## src/verilog/stack_sleep_regs.svh

```systemverilog
// Timing, address and count constants for the stack sleep and wakeup control
`ifndef STACK_SLEEP_REGS_SVH
`define STACK_SLEEP_REGS_SVH
`define SYS_CLK_HZ 50000000
`define WAKE_CLK_HZ 4000
`define WAKE_HALF_CYC (`SYS_CLK_HZ / (2 * `WAKE_CLK_HZ))
`define WAKE_PULSES 4
`define CYC_PER_MS (`SYS_CLK_HZ / 1000)
`define ACK_WAIT_MS 40
`define ACK_WAIT_CYC (`ACK_WAIT_MS * `CYC_PER_MS)
`define SLEEP_WAIT_MS_R0 4
`define SLEEP_WAIT_MS_R1 8
`define SLEEP_WAIT_MS_R2 16
`define SLEEP_WAIT_MS_R3 32
`define WAKE_MAX_MS_8 63
`define WAKE_MAX_MS_14 100
`define ADDR_ALL 4'hf
`define WAKE_RX_EDGES 3'h3
`define FIRST_BYTE_BITS 4'h8
`define CNT_W 24
`endif

```

## src/verilog/stack_sleep_pkg.sv

```systemverilog
// Types for the stack sleep and wakeup control
package stack_sleep_pkg;
	typedef enum logic [2:0] {ST_AWAKE, ST_WAIT, ST_ASLEEP, ST_WAKE_TX, ST_ACK_WAIT} pwr_state_e;
	typedef struct packed {
		logic sleep;
		logic wakeup;
		logic reset;
		logic meas;
		logic other;
		logic [3:0] addr;
	} cmd_s;
	typedef struct packed {
		logic ack;
		logic nak;
	} resp_s;
endpackage : stack_sleep_pkg

```

## src/verilog/stack_sleep_wakeup_control.sv

```systemverilog
// Sleep, wakeup, checksum load and measurement launch control of one stack device
`timescale 1ns/10ps
`include "stack_sleep_regs.svh"

module stack_sleep_wakeup_control
	import stack_sleep_pkg::*;
#(
	parameter int WAKE_HALF = `WAKE_HALF_CYC,
	parameter int ACK_WAIT = `ACK_WAIT_CYC,
	parameter int SLEEP_R0 = `SLEEP_WAIT_MS_R0 * `CYC_PER_MS,
	parameter int SLEEP_R1 = `SLEEP_WAIT_MS_R1 * `CYC_PER_MS,
	parameter int SLEEP_R2 = `SLEEP_WAIT_MS_R2 * `CYC_PER_MS,
	parameter int SLEEP_R3 = `SLEEP_WAIT_MS_R3 * `CYC_PER_MS,
	parameter int WAKE_PULSES = `WAKE_PULSES
) (
	input wire logic sys_clk,
	input wire logic rst_b,
	input wire logic role_master,
	input wire logic role_top,
	input wire logic [3:0] dev_addr,
	input wire logic [1:0] rate_sel,
	input wire cmd_s cmd,
	input wire logic cmd_valid,
	input wire logic host_valid,
	input wire logic wdog_expire,
	input wire logic osc_fault,
	input wire logic scan_cont,
	input wire logic scan_tick,
	input wire logic sleep_fault,
	input wire logic cmd_last_bit,
	input wire logic results_written,
	input wire logic spi_cs,
	input wire logic spi_sck,
	input wire logic chain_clk,
	input wire logic wake_rx_p1,
	input wire logic wake_rx_p2,
	output logic asleep_ff,
	output resp_s resp_ff,
	output logic load_chk_ff,
	output logic launch_ff,
	output logic meas_busy_ff,
	output logic fwd_en_ff,
	output logic host_ignore_ff,
	output logic timeout_inh_ff,
	output logic wake_tx_p1_ff,
	output logic wake_tx_p2_ff
);

	pwr_state_e state_ff;
	logic [1:0] mst_sync_ff, top_sync_ff, sck_sync_ff, dck_sync_ff, rx1_sync_ff, rx2_sync_ff;
	logic is_master_ff, is_top_ff, sck_q_ff, dck_q_ff, rx1_q_ff, rx2_q_ff;
	logic rst_seen_ff, scan_at_sleep_ff, both_ports_ff, meas_armed_ff, wake_lvl_ff;
	logic [`CNT_W-1:0] cnt_ff;
	logic [2:0] rx_edges_ff;
	logic [3:0] pulse_cnt_ff, bit_cnt_ff;
	logic sleep_ok, sleep_bad, wake_ok, wake_bad, cancel, rx_edge, half_done;
	logic sck_fall, dck_fall, link_fall;
	logic [`CNT_W-1:0] sleep_len;

	////////////////////////////////////////////////////////////////////////////
	// Pin synchronisers
	always_ff @(posedge sys_clk) begin
		if (!rst_b) begin
			mst_sync_ff <= 2'h0;
			top_sync_ff <= 2'h0;
			sck_sync_ff <= 2'h0;
			dck_sync_ff <= 2'h0;
			rx1_sync_ff <= 2'h0;
			rx2_sync_ff <= 2'h0;
		end else begin
			mst_sync_ff <= {mst_sync_ff[0], role_master};
			top_sync_ff <= {top_sync_ff[0], role_top};
			sck_sync_ff <= {sck_sync_ff[0], spi_sck};
			dck_sync_ff <= {dck_sync_ff[0], chain_clk};
			rx1_sync_ff <= {rx1_sync_ff[0], wake_rx_p1};
			rx2_sync_ff <= {rx2_sync_ff[0], wake_rx_p2};
		end
	end

	always_ff @(posedge sys_clk) begin
		if (!rst_b) begin
			sck_q_ff <= 1'h0;
			dck_q_ff <= 1'h0;
			rx1_q_ff <= 1'h0;
			rx2_q_ff <= 1'h0;
			is_master_ff <= 1'h0;
			is_top_ff <= 1'h0;
		end else begin
			sck_q_ff <= sck_sync_ff[1];
			dck_q_ff <= dck_sync_ff[1];
			rx1_q_ff <= rx1_sync_ff[1];
			rx2_q_ff <= rx2_sync_ff[1];
			is_master_ff <= mst_sync_ff[1];
			is_top_ff <= top_sync_ff[1];
		end
	end

	assign sck_fall = sck_q_ff & ~sck_sync_ff[1];
	assign dck_fall = dck_q_ff & ~dck_sync_ff[1];
	assign link_fall = is_master_ff ? sck_fall : dck_fall;
	assign rx_edge = (rx1_q_ff ^ rx1_sync_ff[1]) | (rx2_q_ff ^ rx2_sync_ff[1]);

	////////////////////////////////////////////////////////////////////////////
	// Command decode
	assign sleep_ok = cmd_valid & cmd.sleep & (cmd.addr == `ADDR_ALL);
	assign sleep_bad = cmd_valid & cmd.sleep & (cmd.addr == dev_addr)
		& (cmd.addr != `ADDR_ALL);
	assign wake_ok = cmd_valid & cmd.wakeup & (cmd.addr == `ADDR_ALL) & is_master_ff;
	assign wake_bad = cmd_valid & cmd.wakeup & (cmd.addr != `ADDR_ALL) & is_master_ff;
	assign cancel = host_valid & ~(cmd_valid & cmd.sleep);

	always_comb begin
		unique case (rate_sel)
			2'h0: sleep_len = SLEEP_R0[`CNT_W-1:0];
			2'h1: sleep_len = SLEEP_R1[`CNT_W-1:0];
			2'h2: sleep_len = SLEEP_R2[`CNT_W-1:0];
			2'h3: sleep_len = SLEEP_R3[`CNT_W-1:0];
		endcase
	end

	assign half_done = (cnt_ff == WAKE_HALF[`CNT_W-1:0] - `CNT_W'h1);

	////////////////////////////////////////////////////////////////////////////
	// Power state machine
	always_ff @(posedge sys_clk) begin
		if (!rst_b) begin
			state_ff <= ST_AWAKE;
			cnt_ff <= `CNT_W'h0;
			pulse_cnt_ff <= 4'h0;
			wake_lvl_ff <= 1'h0;
			both_ports_ff <= 1'h0;
			scan_at_sleep_ff <= 1'h0;
			rx_edges_ff <= 3'h0;
		end else begin
			unique case (state_ff)
				ST_AWAKE: begin
					if (wdog_expire | osc_fault) begin
						state_ff <= ST_ASLEEP;
						scan_at_sleep_ff <= scan_cont;
						rx_edges_ff <= 3'h0;
					end else if (sleep_ok) begin
						state_ff <= ST_WAIT;
						cnt_ff <= `CNT_W'h0;
					end
				end
				ST_WAIT: begin
					if (wdog_expire | osc_fault) begin
						state_ff <= ST_ASLEEP;
						scan_at_sleep_ff <= scan_cont;
						rx_edges_ff <= 3'h0;
					end else if (sleep_ok) begin
						cnt_ff <= `CNT_W'h0;
					end else if (cancel) begin
						state_ff <= ST_AWAKE;
					end else if (cnt_ff >= sleep_len - `CNT_W'h1) begin
						state_ff <= ST_ASLEEP;
						scan_at_sleep_ff <= scan_cont;
						rx_edges_ff <= 3'h0;
					end else begin
						cnt_ff <= cnt_ff + `CNT_W'h1;
					end
				end
				ST_ASLEEP: begin
					cnt_ff <= `CNT_W'h0;
					pulse_cnt_ff <= 4'h0;
					wake_lvl_ff <= 1'h0;
					if (rx_edge) begin
						rx_edges_ff <= rx_edges_ff + 3'h1;
					end
					if (wake_ok) begin
						state_ff <= ST_WAKE_TX;
						both_ports_ff <= 1'h0;
					end else if (rx_edges_ff >= `WAKE_RX_EDGES) begin
						state_ff <= is_top_ff ? ST_ACK_WAIT : ST_WAKE_TX;
						both_ports_ff <= 1'h0;
					end else if (scan_at_sleep_ff & sleep_fault) begin
						state_ff <= is_top_ff ? ST_ACK_WAIT : ST_WAKE_TX;
						both_ports_ff <= ~is_master_ff;
					end else if (scan_at_sleep_ff & scan_tick) begin
						state_ff <= ST_AWAKE;
					end
				end
				ST_WAKE_TX: begin
					if (half_done) begin
						cnt_ff <= `CNT_W'h0;
						wake_lvl_ff <= ~wake_lvl_ff;
						if (wake_lvl_ff) begin
							pulse_cnt_ff <= pulse_cnt_ff + 4'h1;
						end
						if (wake_lvl_ff && pulse_cnt_ff == WAKE_PULSES[3:0] - 4'h1) begin
							state_ff <= ST_AWAKE;
						end
					end else begin
						cnt_ff <= cnt_ff + `CNT_W'h1;
					end
				end
				ST_ACK_WAIT: begin
					if (cnt_ff >= ACK_WAIT[`CNT_W-1:0] - `CNT_W'h1) begin
						state_ff <= ST_AWAKE;
					end else begin
						cnt_ff <= cnt_ff + `CNT_W'h1;
					end
				end
			endcase
		end
	end

	////////////////////////////////////////////////////////////////////////////
	// Status and wakeup signal outputs
	always_ff @(posedge sys_clk) begin
		if (!rst_b) begin
			asleep_ff <= 1'h0;
			host_ignore_ff <= 1'h0;
			timeout_inh_ff <= 1'h0;
			wake_tx_p1_ff <= 1'h0;
			wake_tx_p2_ff <= 1'h0;
		end else begin
			asleep_ff <= (state_ff == ST_ASLEEP);
			host_ignore_ff <= (state_ff == ST_WAKE_TX);
			timeout_inh_ff <= (state_ff == ST_WAIT) | (state_ff == ST_WAKE_TX)
				| (state_ff == ST_ACK_WAIT) | (cmd_valid & cmd.sleep);
			wake_tx_p2_ff <= (state_ff == ST_WAKE_TX) & wake_lvl_ff;
			wake_tx_p1_ff <= (state_ff == ST_WAKE_TX) & wake_lvl_ff & both_ports_ff;
		end
	end

	////////////////////////////////////////////////////////////////////////////
	// Responses
	always_ff @(posedge sys_clk) begin
		if (!rst_b) begin
			resp_ff <= '0;
		end else begin
			resp_ff.ack <= (sleep_ok & is_top_ff)
				| ((state_ff == ST_ACK_WAIT)
				&& cnt_ff >= ACK_WAIT[`CNT_W-1:0] - `CNT_W'h1);
			resp_ff.nak <= sleep_bad | wake_bad;
		end
	end

	////////////////////////////////////////////////////////////////////////////
	// Load checksum start
	always_ff @(posedge sys_clk) begin
		if (!rst_b) begin
			rst_seen_ff <= 1'h0;
			load_chk_ff <= 1'h0;
		end else begin
			rst_seen_ff <= 1'h1;
			load_chk_ff <= ~rst_seen_ff | (cmd_valid & cmd.reset);
		end
	end

	////////////////////////////////////////////////////////////////////////////
	// Measurement launch and first byte forwarding
	always_ff @(posedge sys_clk) begin
		if (!rst_b) begin
			meas_armed_ff <= 1'h0;
			launch_ff <= 1'h0;
			meas_busy_ff <= 1'h0;
		end else begin
			launch_ff <= 1'h0;
			if (cmd_last_bit & cmd.meas) begin
				meas_armed_ff <= 1'h1;
			end else if (meas_armed_ff & link_fall) begin
				meas_armed_ff <= 1'h0;
				launch_ff <= 1'h1;
			end
			if (launch_ff) begin
				meas_busy_ff <= 1'h1;
			end else if (results_written) begin
				meas_busy_ff <= 1'h0;
			end
		end
	end

	always_ff @(posedge sys_clk) begin
		if (!rst_b) begin
			bit_cnt_ff <= 4'h0;
			fwd_en_ff <= 1'h0;
		end else if (!spi_cs) begin
			bit_cnt_ff <= 4'h0;
			fwd_en_ff <= 1'h0;
		end else if (link_fall && bit_cnt_ff != `FIRST_BYTE_BITS) begin
			bit_cnt_ff <= is_master_ff ? bit_cnt_ff + 4'h1 : `FIRST_BYTE_BITS;
		end else if (bit_cnt_ff == `FIRST_BYTE_BITS) begin
			fwd_en_ff <= 1'h1;
		end
	end

endmodule : stack_sleep_wakeup_control

```

## config.mk

```make
export PLATFORM = sky130hd
export DESIGN_NAME = stack_sleep_wakeup_control
export DESIGN_NICKNAME = d
export VERILOG_FILES = /design/src/verilog/stack_sleep_pkg.sv /design/src/verilog/stack_sleep_wakeup_control.sv
export VERILOG_INCLUDE_DIRS = /design/src /design/src/verilog
export SDC_FILE = /design/constraint.sdc
export NUM_CORES = 1
export LEC_CHECK = 0
export BUFFER_PORTS_ARGS = -buffer_cell sky130_fd_sc_hd__buf_2
export CAP_MARGIN = 20
export CORE_UTILIZATION = 35
export DETAILED_ROUTE_END_ITERATION = 12
export PLACE_DENSITY = 0.64
export SLEW_MARGIN = 5
export SYNTH_ARGS = -nofsm -noshare
export SYNTH_HDL_FRONTEND = slang
export SYNTH_SLANG_ARGS = --single-unit
```

## constraint.sdc

```tcl
create_clock -name sys_clk -period 4.4 [get_ports sys_clk]
set_clock_uncertainty 0.15 [all_clocks]
set_input_delay 0.44 -clock sys_clk [delete_from_list [all_inputs] [get_ports sys_clk]]
set_output_delay 0.44 -clock sys_clk [all_outputs]
set_load 0.005 [all_outputs]
```

* Yosys cells after proc, flatten, opt, wreduce, memory -nomap -nowiden
Cells that the tools add are included.
** Cells by class
- Order comparisons :: 3
- Equal/unequal tests :: 32
- $add $sub $neg :: 5
- Multiplexer cells :: 54
- Reductions and logical operators :: 21
- Bitwise logic cells :: 38
** Operators by type and width (number)
- $mux 24 :: 8
- $pmux 24 s5 :: 1
- $pmux 24 s4 :: 1
- $mux 3 :: 20
- $add 24x1->24 const B :: 1
- $eq 24x13->1 const B :: 1
- $ge 24x21->1 const B :: 1
- $ge 24x24->1 :: 1
- $sub 24x1->24 const B :: 1
- $and 1x1->1 :: 20
- $ne 2x2->1 const B :: 10
- $ne 3x3->1 const B :: 6
- $mux 1 :: 16
- $pmux 3 s5 :: 1
- $mux 4 :: 3
- $ne 4x4->1 const B :: 3
- $reduce_and 6->1 :: 2
- $pmux 3 s3 :: 1
- $add 4x1->4 const B :: 2
- $eq 4x4->1 const B :: 2
- $not 1->1 :: 8
- $or 1x1->1 :: 8
- $pmux 4 s2 :: 1
- $reduce_and 2->1 :: 4
- other kinds (21) :: 31
** Word-level totals
- Bits of input ports :: 33
- Output and inout bits :: 11
- Logic and storage cells :: 186
- Register bits :: 72

* Depth between registers and ports, before layout
- Word-level depth :: 9
- Depth in mapped cells :: 13
- Gate-level depth less buffers :: 12

* Least setup slack after synthesis
Ideal clock, no wire load.
- Path type :: input -> register
- From :: input port rate_sel[1]
- To :: register rx_edges_ff[1]
- Required time :: 4.180 ns
- Setup time :: 0.070 ns
- Stages :: 11
- Path buffers :: 0
- Data arrival time :: 3.170 ns
- Path slack :: 1.009 ns
- Path through :: inv_1 > ha_1 > inv_1 > ha_1 > nand4_1 > or4_4 > or3b_1 > o22a_1 > a311o_1 > or3_1 > a21boi_1
** On the way
- Longest elaborated chain between the ends :: 6
** RTL lines
- from (decl) :: line stack_sleep_wakeup_control.sv:21 : input wire logic [1:0] rate_sel,
- $eq 2x2->1, or another cell as far along :: line stack_sleep_wakeup_control.sv:113 : unique case (rate_sel)
- $pmux 24 s4 * :: line stack_sleep_wakeup_control.sv:113
- $sub 24x1->24 * :: line stack_sleep_wakeup_control.sv:155 : end else if (cnt_ff >= sleep_len - `CNT_W'h1) begin
- $ge 24x24->1 * :: line stack_sleep_wakeup_control.sv:155
- $ne 3x3->1 (no source line) *
- $reduce_and 6->1 (no source line) *
- to (signal assigned) :: line stack_sleep_wakeup_control.sv:168 : rx_edges_ff <= rx_edges_ff + 3'h1;
- to (decl) :: line stack_sleep_wakeup_control.sv:54 : logic [2:0] rx_edges_ff;
Mark *: on every way between the ends. The rest lies on a longest branch, timed or not. The select of a mux whose other input is x is not followed.
A chain may end at the register's enable or synchronous reset.

* Worst setup path in the final report
Same ends and word-level chain as after synthesis.

==> results.md <==
- Drt drc: 0
- Fin area: ~4500 sq um
- Worst-path fanout max: 7
- Pre-CTS WS: 0.615 ns
- H-tree level count: 3
- WL/cell: ~14 um
- Non-filler cells, final: 656
- Unique cell type count in the Yosys netlist: 57
- Slew Viols, Final: 0
- Adder-cell share of the synthesized area: 0.0926
- Synthesized area: 3920 sq um
- Via count: 3504
- Most instantiated library cell after synthesis: dfxtp_1
- Critical path class: input pin to flip-flop
- MaxCap Viol Count: 0
- Placed insts: roughly 640
- DP HPWL: 6.46 mm
- Critical Path Start Type: input pin
- Core ar.: 10900 sq um
- Final Cycle Share: 0.779
- Setup Fix Bufs, Post-CTS: 0
- Gp weighted congestion: between 0.8 and 0.9
- Storage element area: around 1400 sq um
- Tot GR Track Use: 0.165
- Mux contribution to synthesized area: 0.00767
- Sequential cell area fraction in the yosys report: 0.368
- Result of the run: finished, final reports clean
- Final hold vios: 0
- VDD IR max: around 0.13 mV
- Final nets: 574
- Root Driver: clkbuf_8
- Die Wd: 108 um
- Initial DRC Count: 269
- PortBufs: 42
- Slew HR: 0.369
- Post-route setup slack: 0.972 ns
- Ranking of synthesized cells by area: dfxtp_1, ha_1, nand2_1
- Reg clk slew, reported paths: 0.08 ns
- Total placed instance area: approximately 4300 sq um
- Compound-Gate Fraction of Synth Area: 0.178
- Reg2reg path depth: 8
- Cell count after synthesis: 473
- Max Fclk: 0.292 GHz
- Crit path DAT: approximately 3.6 ns
- Synth warn: 0
- Vias in the first global route: 3240
- CTS-repair resized insts: 0
- Top cell type by total area after synthesis: dfxtp_1
- Initial antenna violation count: 0
- Number of fill cells: 1094
- RSZ-0062 raised after global routing: false
- Final WL: 9.04 mm
- Area grow syn2layout: 14.5%
- Initial Utilization: 0.360
- CP startpoint: rate_sel[1]
- Setup TNS: 0 ns
- CTS sink count: 72
- Via/cell ratio: between 5 and 6
- Synth cell count leaders: dfxtp_1, nand2_1, a21oi_1
- Hold Crit Depth: 2
- Area of the multi-input gates: 2320 sq um
- Layout cells sized above 1: 0.143
- Slew at the pin closest to its max-slew limit: 0.947 ns
- Post-Synth XOR/XNOR Area: 0.0268
- Max clock buf depth: 2
- Leakage: between 1.5 and 2 nW
- Largest net degree at the start of global routing: 48
- Crit-path slowest cell: or4_4
- Clk_lat worst skew: between 0.3 and 0.4 ns
- Total gr overflow: 0
- Crit-path cells: buf_2, inv_1, ha_1, inv_1, ha_1, nand4_1, or4_4, or3b_1, o22a_1, a311o_1, or3_1, a21boi_1
- Post-synth top area share: 0.368
- CTS tree: yes
- Synth async-reset ratio: 0
- Hold path startpoint: spi_sck
- Largest family of logic cells by synthesized area: simple AND/OR/NAND/NOR gates
- Core Rows: 38
- CTS Hold Bufs: 0
- Vert. Die Dim: 108 um
- CTS Buf Count: 9
- Endpoints failing setup: 0
- Avg Inst Size Synth: 8.28 sq um
- Pwr per Cell Area: 314 nW/um^2
- Synth Register Bits: just over 70
- Tmin final: 3.43 ns
- Die area: roughly 12000 sq um
- Worst endpoint required time: 4.53 ns
- Reg2Reg Launch Point: cnt_ff[0]$_SDFFE_PN0P_
- CP max stage delay: about 0.56 ns
- Post-synth top flop: dfxtp_1
- EDFF count, synth: 0
- Antenna-violating nets left: 0
- Worst hold path class: input pin to flip-flop
- ANT cells: 0
- 1st-pass router iterations: 4
- CP Capture Type: flip-flop
- Simple-gate share of the synthesized area: 0.285
- Overall Power: 0.00141 W
- # IOs: 44
- First-pass GRT wire length: 15.2 mm
placed cells by master, fill, tap and decap left out, types with 6 or more instances in the layout:
master / netlist / layout
o21ai_0: 12 / 12
clkbuf_8: 0 / 9
o22ai_1: 19 / 19
and2_1: 21 / 21
buf_2: 0 / 42
and3_1: 10 / 10
dfxtp_1: 72 / 72
nor2b_1: 7 / 7
nand2b_1: 6 / 6
a21boi_0: 7 / 7
or3b_2: 6 / 6
nand4_1: 13 / 13
nand3_1: 18 / 18
ha_1: 29 / 29
nor2_1: 27 / 27
nand2_1: 58 / 58
xnor2_1: 7 / 7
a21oi_1: 32 / 32
inv_1: 22 / 22
nor3_1: 10 / 10
nand3b_1: 8 / 8
per-layer routing:
| metal | GRT usage | routed length [um] |
|---|---|---|
| met1 | 0.217 | 4370 |
| met5 | 0 | 0 |
| met2 | 0.267 | 4110 |
| met3 | 0.0345 | 462 |
| met4 | 0.0568 | 97 |
kinds of logic (layout without fill, tap and decap cells):
| group | count (synthesis) | after routing |
|---|---|---|
| DFF | 72 | 72 |
| buffers and inverters | 43 | 85 |
| AOI/OAI and AO/OA | 106 | 106 |
| and+or+nand+nor | 207 | 207 |
| other | 1 | 2 |
| muxes | 3 | 3 |
| adders and majority gates | 29 | 29 |
| xor gates and xnor gates | 12 | 12 |
worst max-delay path: cells and delay by family:
family,cells,cell delay [ns]
adders and majority gates,2,0.61
buffers and inverters,3,0.32
and+or+nand+nor,4,1.41
AOI/OAI and AO/OA,3,0.79
sequential cells by signal (all words and copies together), names as in the netlist, 2 cells and up:
signal	flops
top_sync_ff	2
sck_sync_ff	2
state_ff	3
pulse_cnt_ff	4
mst_sync_ff	2
bit_cnt_ff	4
cnt_ff	24
rx2_sync_ff	2
dck_sync_ff	2
resp_ff	2
rx1_sync_ff	2
rx_edges_ff	3
layout make-up:
type,instances,area share
Clock buffer,9,0.0276
Inverter,23,0.0192
Sequential cell,72,0.321
Timing Repair Buffer,47,0.0552
Multi-Input combinational cell,359,0.517
Tap cell,140,0.0391
Clock inverter,6,0.0206
final timing paths:
check,endpoint,slack (ns)
setup / recovery,rx_edges_ff[1]$_SDFFE_PN0P_,0.97
hold / removal,sck_sync_ff[0]$_SDFF_PN0_,0.15
setup reg to reg,cnt_ff[6]$_SDFFE_PN0P_,1.16
hold reg to reg,load_chk_ff$_SDFF_PN0_,0.27
where the power goes:
part           switching [W]  total (W)  internal (W)
clock network       0.000262   0.000581      0.000319
registers          0.0000101   0.000676      0.000666
logic              0.0000921   0.000153     0.0000609
through the flow:
stage               utilization  hold slack, ns
floorplan                     -           0.243
global placement          0.392           0.246
detailed placement        0.392           0.269
CTS                       0.412           0.126
global route              0.412           0.130
finish                    0.412           0.146
Note: power is estimated with default switching activity, not from simulation.
